File: src/include/dtf_regs.svh
// Register addresses, field positions and reset values of the disk task file
// Functional notes
// - Control bits 7..3 reserved, ignored by device
// - Soft reset bit holds device in reset
// - Irq enabled when not disabled and selected
// - Irq released when disabled or unselected
// - Addressing bit: zero CHS, one LBA
// - Drive pick bit; only selected drive responds
// - Head field: head or address bits 27-24
// - Failed media access rewrites head field
// - Error causes meaningful only with error flag
// - Reset or diagnostic loads diagnostic code
// - Separate error cause bits per failure
// - Media change rejects first command once
// - Removal request errors door-lock until cleared
// - Feature register holds command parameter only
// - Sector count zero means 256 sectors
// - Count zero on success, remainder on failure; code zeroes it on OK and door-clear only, remainder only on media error
// - Sector number: start sector or address 7-0
// - Failed media access rewrites sector number
// - Command block writes ignored while busy
// - Status bit 0 flags previous command error
`ifndef DTF_REGS_SVH
`define DTF_REGS_SVH
// Control block address (cs1 asserted)
`define DTF_ADDR_CONTROL 3'h6
// Command block addresses (cs0 asserted)
`define DTF_ADDR_ERROR 3'h1
`define DTF_ADDR_COUNT 3'h2
`define DTF_ADDR_SECTOR 3'h3
`define DTF_ADDR_DRVHEAD 3'h6
`define DTF_ADDR_STATUS 3'h7
// Control fields
`define DTF_CTL_SOFT_RESET_BIT 2
`define DTF_CTL_IRQ_DISABLE_BIT 1
// Drive/head fields
`define DTF_DH_LBA 6
`define DTF_DH_DEV 4
`define DTF_DH_HEAD_TOP 3
`define DTF_DH_HEAD_BOT 0
`define DTF_DH_FIXED 8'hA0
// Error cause bits
`define DTF_ERR_UNC 6
`define DTF_ERR_MC 5
`define DTF_ERR_SECTOR_ID_MISSING 4
`define DTF_ERR_MCR 3
`define DTF_ERR_COMMAND_ABORTED_FLAG 2
`define DTF_ERR_TK0 1
`define DTF_ERR_DATA_MARK_MISSING 0
// Status bits
`define DTF_ST_BSY 7
`define DTF_ST_ERR 0
// Reset values
`define DTF_DIAG_PASS 8'h01
`define DTF_RST_COUNT 8'h01
`define DTF_RST_SECTOR 8'h01
`define DTF_RST_DRVHEAD 8'h00
`define DTF_RST_CONTROL 8'h00
`endif

File: src/include/dtf_pkg.sv
// Types of the disk task file register bank
package dtf_pkg;
  typedef enum logic [1:0] {
    DTF_IDLE,
    DTF_BUSY,
    DTF_RESET
  } dtf_state_type;

  typedef enum logic [2:0] {
    DTF_RES_OK,
    DTF_RES_MEDIA_ERR,
    DTF_RES_ABORT,
    DTF_RES_DOOR_LOCK,
    DTF_RES_DOOR_CLEAR,
    DTF_RES_DIAG
  } dtf_result_type;
endpackage

File: src/logic/dtf_err_track.sv
// Sticky media-changed and removal-request tracking
`timescale 1ns/100ps
`default_nettype none
module dtf_err_track
  import dtf_pkg::*;
(
  // Clock and reset
  input wire logic mclk,
  input wire logic rst_n,
  // Events
  input wire logic mediaChangedIn,
  input wire logic removalRequestIn,
  input wire logic cmdAccept,
  input wire logic cmdDone,
  input wire dtf_result_type cmdResult,
  // State
  output logic mediaPending,
  output logic removalPending
);
  typedef struct packed {
    logic media;
    logic removal;
  } dtf_track_type;

  dtf_track_type st;
  dtf_track_type next_st;

  always_comb begin
    next_st = st;
    // First command after a change is rejected, then state clears
    if (cmdAccept && st.media) begin
      next_st.media = 1'b0;
    end
    if (cmdDone && cmdResult == DTF_RES_DOOR_CLEAR) begin
      next_st.removal = 1'b0;
    end
    // Set wins over clear
    if (mediaChangedIn) begin
      next_st.media = 1'b1;
    end
    if (removalRequestIn) begin
      next_st.removal = 1'b1;
    end
  end

  always_ff @(posedge mclk) begin
    if (!rst_n) begin
      st <= '0;
    end else begin
      st <= next_st;
    end
  end

  assign mediaPending = st.media;
  assign removalPending = st.removal;
endmodule
`default_nettype wire

File: src/logic/dtf_taskfile.sv
// Host-visible task file register bank of a disk device
`timescale 1ns/100ps
`default_nettype none
`include "dtf_regs.svh"
module dtf_taskfile
  import dtf_pkg::*;
#(
  parameter int RESET_CYCLES = 8
)
(
  // Clock and hardware reset
  input wire logic mclk,
  input wire logic rst_n,
  // Strap: this drive's address
  input wire logic driveAddr,
  // Host register port
  input wire logic cs0_n,
  input wire logic cs1_n,
  input wire logic [2:0] da,
  input wire logic dior_n,
  input wire logic diow_n,
  input wire logic [7:0] ddIn,
  output logic [7:0] ddOut,
  output logic ddOe_n,
  // Interrupt request pin
  output logic hostIrqOut,
  output logic hostIrqOe_n,
  // Core command side
  output logic cmdStart,
  output logic [7:0] cmdCode,
  output logic [7:0] featureParameter,
  output logic lbaMode,
  output logic [8:0] sectorsRequested,
  output logic [3:0] headField,
  output logic [7:0] startSector,
  output logic softResetActive,
  input wire logic cmdDone,
  input wire dtf_result_type cmdResult,
  input wire logic [6:0] errorBits,
  input wire logic [7:0] diagCode,
  input wire logic [3:0] errHead,
  input wire logic [7:0] errSector,
  input wire logic [7:0] sectorsLeft,
  // Removable media events
  input wire logic mediaChangedIn,
  input wire logic removalRequestIn,
  // Status view
  output logic [7:0] statusOut
);
  // ==========================================================
  // State
  typedef struct packed {
    dtf_state_type state;
    logic [7:0] control;
    logic [7:0] drvHead;
    logic [7:0] errorCause;
    logic [7:0] feature;
    logic [7:0] count;
    logic [7:0] sector;
    logic [7:0] command;
    logic errFlag;
    logic irqPending;
    logic start;
    logic [7:0] rdData;
    logic rdActive;
    logic wrPrev;
    logic rdPrev;
    logic [15:0] rstCnt;
    logic picked;
  } dtf_regs_type;

  dtf_regs_type r;
  dtf_regs_type next_r;

  logic mediaPending;
  logic removalPending;
  logic cmdAccept;

  // Full count, zero means 256
  function automatic logic [8:0] fullCount(input logic [7:0] c);
    fullCount = (c == 8'h00) ? 9'h100 : {1'b0, c};
  endfunction

  function automatic logic [7:0] errorWord(input logic [6:0] b);
    errorWord = {1'b0, b};
  endfunction

  // ==========================================================
  // Media event tracking
  dtf_err_track errTrack (
    .mclk(mclk),
    .rst_n(rst_n),
    .mediaChangedIn(mediaChangedIn),
    .removalRequestIn(removalRequestIn),
    .cmdAccept(cmdAccept),
    .cmdDone(cmdDone),
    .cmdResult(cmdResult),
    .mediaPending(mediaPending),
    .removalPending(removalPending)
  );

  // ==========================================================
  // Decode
  logic wrEdge;
  logic rdEdge;
  logic ctlSel;
  logic cmdSel;
  logic selected;
  logic busy;
  logic [7:0] status;

  assign wrEdge = !diow_n && !r.wrPrev;
  assign rdEdge = !dior_n && !r.rdPrev;
  assign ctlSel = cs0_n && !cs1_n;
  assign cmdSel = !cs0_n && cs1_n;
  assign selected = (r.drvHead[`DTF_DH_DEV] == driveAddr);
  // Soft reset bit shows busy at once, before the state follows
  assign busy = (r.state != DTF_IDLE) || r.control[`DTF_CTL_SOFT_RESET_BIT];
  always_comb begin
    status = 8'h00;
    status[`DTF_ST_BSY] = busy;
    status[`DTF_ST_ERR] = r.errFlag && !busy;
  end
  assign cmdAccept = r.start;

  // ==========================================================
  // Next state
  always_comb begin
    next_r = r;
    next_r.start = 1'b0;
    next_r.wrPrev = !diow_n;
    next_r.rdPrev = !dior_n;
    next_r.rdActive = !dior_n && selected && ((cmdSel && da != 3'h0) ||
        (ctlSel && da == `DTF_ADDR_CONTROL));
    // Host writes; control block goes to both drives
    if (wrEdge && ctlSel && da == `DTF_ADDR_CONTROL) begin
      next_r.control = {5'h00, ddIn[`DTF_CTL_SOFT_RESET_BIT], ddIn[`DTF_CTL_IRQ_DISABLE_BIT], 1'b0};
    end
    if (wrEdge && cmdSel && !busy) begin
      unique case (da)
        `DTF_ADDR_ERROR: next_r.feature = ddIn;
        `DTF_ADDR_COUNT: next_r.count = ddIn;
        `DTF_ADDR_SECTOR: next_r.sector = ddIn;
        `DTF_ADDR_DRVHEAD: next_r.drvHead = ddIn;
        `DTF_ADDR_STATUS: begin
          if (selected) begin
            next_r.command = ddIn;
            next_r.start = 1'b1;
            next_r.state = DTF_BUSY;
            next_r.errFlag = 1'b0;
            next_r.irqPending = 1'b0;
          end
        end
        default: begin
        end
      endcase
    end
    // Status read acknowledges interrupt
    if (rdEdge && cmdSel && selected && da == `DTF_ADDR_STATUS) begin
      next_r.irqPending = 1'b0;
    end
    // Read data
    unique case (da)
      `DTF_ADDR_ERROR: next_r.rdData = r.errorCause;
      `DTF_ADDR_COUNT: next_r.rdData = r.count;
      `DTF_ADDR_SECTOR: next_r.rdData = r.sector;
      `DTF_ADDR_DRVHEAD: next_r.rdData = r.drvHead;
      `DTF_ADDR_STATUS: next_r.rdData = status;
      default: next_r.rdData = 8'h00;
    endcase
    // Command sequencing
    unique case (r.state)
      DTF_IDLE: begin
      end
      DTF_BUSY: begin
        if (r.start && mediaPending) begin
          next_r.errorCause = 8'h00;
          next_r.errorCause[`DTF_ERR_MC] = 1'b1;
          next_r.errFlag = 1'b1;
          next_r.irqPending = 1'b1;
          next_r.state = DTF_IDLE;
        end else if (cmdDone) begin
          next_r.state = DTF_IDLE;
          next_r.irqPending = 1'b1;
          unique case (cmdResult)
            DTF_RES_OK, DTF_RES_DOOR_CLEAR: begin
              next_r.count = 8'h00;
            end
            DTF_RES_MEDIA_ERR: begin
              next_r.errorCause = errorWord(errorBits);
              next_r.errFlag = 1'b1;
              next_r.count = sectorsLeft;
              next_r.sector = errSector;
              next_r.drvHead[`DTF_DH_HEAD_TOP:`DTF_DH_HEAD_BOT] = errHead;
            end
            DTF_RES_ABORT: begin
              next_r.errorCause = 8'h00;
              next_r.errorCause[`DTF_ERR_COMMAND_ABORTED_FLAG] = 1'b1;
              next_r.errFlag = 1'b1;
            end
            DTF_RES_DOOR_LOCK: begin
              if (removalPending) begin
                next_r.errorCause = 8'h00;
                next_r.errorCause[`DTF_ERR_MCR] = 1'b1;
                next_r.errFlag = 1'b1;
              end
            end
            DTF_RES_DIAG: next_r.errorCause = diagCode;
            default: begin
            end
          endcase
        end
      end
      DTF_RESET: begin
        if (r.rstCnt != 16'h0000) begin
          next_r.rstCnt = r.rstCnt - 16'h0001;
        end else if (!r.control[`DTF_CTL_SOFT_RESET_BIT]) begin
          next_r.state = DTF_IDLE;
        end
      end
      default: begin
      end
    endcase
    // Soft reset holds the device
    if (r.control[`DTF_CTL_SOFT_RESET_BIT]) begin
      next_r.state = DTF_RESET;
      next_r.rstCnt = RESET_CYCLES[15:0];
      next_r.errorCause = `DTF_DIAG_PASS;
      next_r.errFlag = 1'b0;
      next_r.irqPending = 1'b0;
      next_r.count = `DTF_RST_COUNT;
      next_r.sector = `DTF_RST_SECTOR;
      next_r.drvHead = `DTF_RST_DRVHEAD;
    end
  end

  // ==========================================================
  // Registers
  always_ff @(posedge mclk) begin
    if (!rst_n) begin
      r <= '0;
      r.state <= DTF_RESET;
      r.rstCnt <= RESET_CYCLES[15:0];
      r.control <= `DTF_RST_CONTROL;
      r.drvHead <= `DTF_RST_DRVHEAD;
      r.errorCause <= `DTF_DIAG_PASS;
      r.count <= `DTF_RST_COUNT;
      r.sector <= `DTF_RST_SECTOR;
    end else begin
      r <= next_r;
    end
  end

  // ==========================================================
  // Outputs
  assign ddOut = r.rdData;
  assign ddOe_n = !r.rdActive;
  assign hostIrqOut = r.irqPending;
  assign hostIrqOe_n = r.control[`DTF_CTL_IRQ_DISABLE_BIT] || !selected;
  assign cmdStart = r.start;
  assign cmdCode = r.command;
  assign featureParameter = r.feature;
  assign lbaMode = r.drvHead[`DTF_DH_LBA];
  assign sectorsRequested = fullCount(r.count);
  assign headField = r.drvHead[`DTF_DH_HEAD_TOP:`DTF_DH_HEAD_BOT];
  assign startSector = r.sector;
  assign softResetActive = r.control[`DTF_CTL_SOFT_RESET_BIT];
  assign statusOut = status;
endmodule
`default_nettype wire

File: config.mk
export PLATFORM = sky130hd
export DESIGN_NAME = dtf_taskfile
export DESIGN_NICKNAME = d
export VERILOG_FILES = /design/src/include/dtf_pkg.sv /design/src/logic/dtf_err_track.sv /design/src/logic/dtf_taskfile.sv
export VERILOG_INCLUDE_DIRS = /design/src /design/src/include
export SDC_FILE = /design/constraint.sdc
export NUM_CORES = 1
export LEC_CHECK = 0
export BUFFER_PORTS_ARGS = -buffer_cell sky130_fd_sc_hd__buf_2
export CAP_MARGIN = 20
export CORE_MARGIN = 2
export CORE_UTILIZATION = 55
export DETAILED_ROUTE_END_ITERATION = 7
export PLACE_DENSITY = 0.83
export SLEW_MARGIN = 25
export SYNTH_ARGS = -nofsm -noshare
export SYNTH_HDL_FRONTEND = slang
export SYNTH_SLANG_ARGS = --single-unit
File: constraint.sdc
create_clock -name mclk -period 5.6 [get_ports mclk]
set_clock_uncertainty 0.2 [all_clocks]
set_input_delay 0.56 -clock mclk [delete_from_list [all_inputs] [get_ports mclk]]
set_output_delay 0.56 -clock mclk [all_outputs]
set_load 0.02 [all_outputs]
==> flow_metrics.env <==
export IMPL_outcome="finished, final reports clean"
export IMPL_p_leak_uw=0.00227
export IMPL_track_usage_pct=25.1
export IMPL_synth_most_common_cell="dfxtp_1"
export IMPL_stdcell_area_mm2=0.00487
export IMPL_port_buffers=111
export IMPL_clock_latency_ns=0.37
export IMPL_hold_end="r[17]"
export IMPL_rsz0062_at_grt="no"
export IMPL_cts_sinks=84
export IMPL_min_from="dior_n"
export IMPL_dr_pass1_iters=5
export IMPL_globalRoute_totalOverflow=0
export IMPL_r2r_start="r[88]"
export IMPL_syn_avg_cell_area_um2=8.75
export IMPL_crit_type="reg -> reg"
export IMPL_die_area_mm2=0.00870
export IMPL_cts_setup_buffers=0
export IMPL_synth_area_leaders="dfxtp_1 (38%), mux2i_1 (11%), buf_4 (7.4%)"
export IMPL_tritoncts="built"
export IMPL_design_core_area_mm2=0.00773
export IMPL_antenna_found_initial=1
export IMPL_maxSlewHeadroom_pct=34.4
export IMPL_end_kind="flip-flop"
export IMPL_drive_above_1_share_pct=26.4
export IMPL_maxCapViolCount=0
export IMPL_synth_common_cells="dfxtp_1 (84), mux2i_1 (46), a21oi_1 (44)"
export IMPL_grt_max_degree=33
export IMPL_clockBufferDepth=2
export IMPL_fin_setup_tns_ns=0
export IMPL_wirelength_mm=11.0
export IMPL_yosysWarnings=0
export IMPL_finalMaxSlewViolations=0
export IMPL_routabilityCongestion=0.911
export IMPL_arrival_ns=3.05
export IMPL_htreeDepth=3
export IMPL_pre_cts_ws_ns=2.66
export IMPL_post_cts_resized=0
export IMPL_fin_crit_ns=2.96
export IMPL_regToRegSetupSlack_ns=2.64
export IMPL_syn_inst=501
export IMPL_syn_to_final_growth_pct=11.1
export IMPL_required_ns=5.69
export IMPL_fp_dieH_um=93.3
export IMPL_clk_pin_slew_worst_paths_ns=0.09
export IMPL_tightest_slew_ns=0.983
export IMPL_grt_pass1_vias=3538
export IMPL_initial_core_util_pct=56.7
export IMPL_min_path_cells=2
export IMPL_peakVddDrop_mv=0.249
export IMPL_placed_cell_area_mm2=0.00463
export IMPL_synth_distinct_cells=58
export IMPL_rows=32
export IMPL_r2r_end="r[54]"
export IMPL_async_flop_share_pct=0
export IMPL_finalSetupViolations=0
export IMPL_yosysTopAreaCell="dfxtp_1"
export IMPL_pwr_density_cell_mw_per_mm2=317
export IMPL_fin_ws_ns=2.64
export IMPL_drt_iter0_drc=245
export IMPL_drc=0
export IMPL_clock_root_buffer="clkbuf_8"
export IMPL_synth_top_area_share_pct=38.4
export IMPL_timing_final_crit_share_pct=52.8
export IMPL_antenna_left=0
export IMPL_synth_area_mm2=0.00438
export IMPL_ys_seq_area_share_pct=38.4
export IMPL_synth_edff_count=0
export IMPL_worst_hold_path_type="in -> reg"
export IMPL_die_w_um=93.3
export IMPL_place_hpwl_mm=7.81
export IMPL_ys_seq_elements=84
export IMPL_fin_nets=615
export IMPL_startpoint_type="flip-flop"
export IMPL_crit_fanout=25
export IMPL_max_freq_ghz=0.338
export IMPL_holdBufCountCts=0
export IMPL_num_vias=3823
export IMPL_hold_viol=0
export IMPL_io_pin_count=118
export IMPL_wire_per_inst_um=16.6
export IMPL_grt_pass1_wl_mm=17.1
export IMPL_viasPerCell=5.80
export IMPL_reg2reg_depth=6
export IMPL_cts_buffers=9
export IMPL_ys_flop_type="dfxtp_1"
export IMPL_fill_cells=655
[worst max path at each step]
| stage | start | to | depth (start not counted) |
|---|---|---|---|
| global placement | rst_n | r[51] | 5 |
| floorplan | r[87] | r[16] | 7 |
| CTS | r[88] | r[54] | 6 |
| global route | r[88] | r[52] | 6 |
| detailed placement | rst_n | r[54] | 5 |
| finish | r[88] | r[54] | 6 |
[per-layer routing]
metal,GRT usage (%),vias to the layer above,wire length (um)
met5,0,-,0
met4,8.82,0,208
met3,5.64,21,772
met2,41.5,170,5260
met1,32.2,1810,4720
li1,-,1822,-
[worst max-delay path, stage by stage (launching register included)]
cell       delay, ns
dfxtp_1         0.33
inv_1           0.08
ha_1            0.16
a21boi_0        0.46
nand4_1         0.80
nor2_1          0.67
o2bb2ai_1       0.17
[kinds of logic (layout without fill, tap and decap cells)]
| family | count (synthesis) | count (layout) | synth area share (%) |
|---|---|---|---|
| XOR/XNOR | 1 | 1 | 0.200 |
| AO/OA/AOI/OAI | 119 | 119 | 16.6 |
| other | 1 | 7 | 0.0855 |
| multiplexers | 54 | 54 | 12.8 |
| adder cells (fa/ha/maj) | 5 | 5 | 1.43 |
| AND/OR/NAND/NOR | 144 | 144 | 18.7 |
| flip-flops | 84 | 84 | 38.4 |
| buffers and inverters | 93 | 143 | 11.9 |
[cell type report]
| class | count | area, um2 | share of cell area, % |
|---|---|---|---|
| clock inverter | 4 | 70.1 | 1.44 |
| clock buffer | 12 | 165 | 3.39 |
| antenna | 1 | 2.50 | 0.0514 |
| sequential | 84 | 1680 | 34.5 |
| timing repair buffer | 112 | 563 | 11.6 |
| inverter | 15 | 56.3 | 1.16 |
| multi-input combinational | 329 | 2200 | 45.2 |
| tap | 102 | 128 | 2.62 |
[stage by stage]
| step | hold slack, ns | cells | total power, uW | utilization [%] |
|---|---|---|---|---|
| floorplan | 0.231 | 506 | 966 | - |
| global placement | 0.237 | 642 | 1020 | 59.9 |
| detailed placement | 0.250 | 642 | 1040 | 59.9 |
| CTS | 0.174 | 658 | 1540 | 63.0 |
| global route | 0.184 | 659 | 1620 | 63.0 |
| finish | 0.176 | 659 | 1540 | 63.0 |
[power breakdown]
group	switching (uW)	internal, uW	leakage [uW]
sequential	34.2	641	0.000680
combinational	214	147	0.00146
clock	222	286	0.000122
[layout by cell type, fill, tap and decap left out, types with 5 or more instances in the layout]
cell type,count
buf_2,111
dfxtp_1,84
mux2i_1,46
a21oi_1,44
nor2_1,39
o21ai_0,35
nand2_1,18
inv_1,15
clkbuf_8,12
nand2b_1,10
nand3_1,10
o2bb2ai_1,10
or4_1,9
nand3b_1,9
and2_1,8
mux2_2,7
conb_1,6
nor2b_1,5
ha_1,5
[state kept, by name (all words and copies together) (netlist names), 4 cells and up]
register,flops
cmdCode,8
ddOut,8
featureParameter,8
headField,4
r,42
startSector,8
(Power assumes the default switching activity.)
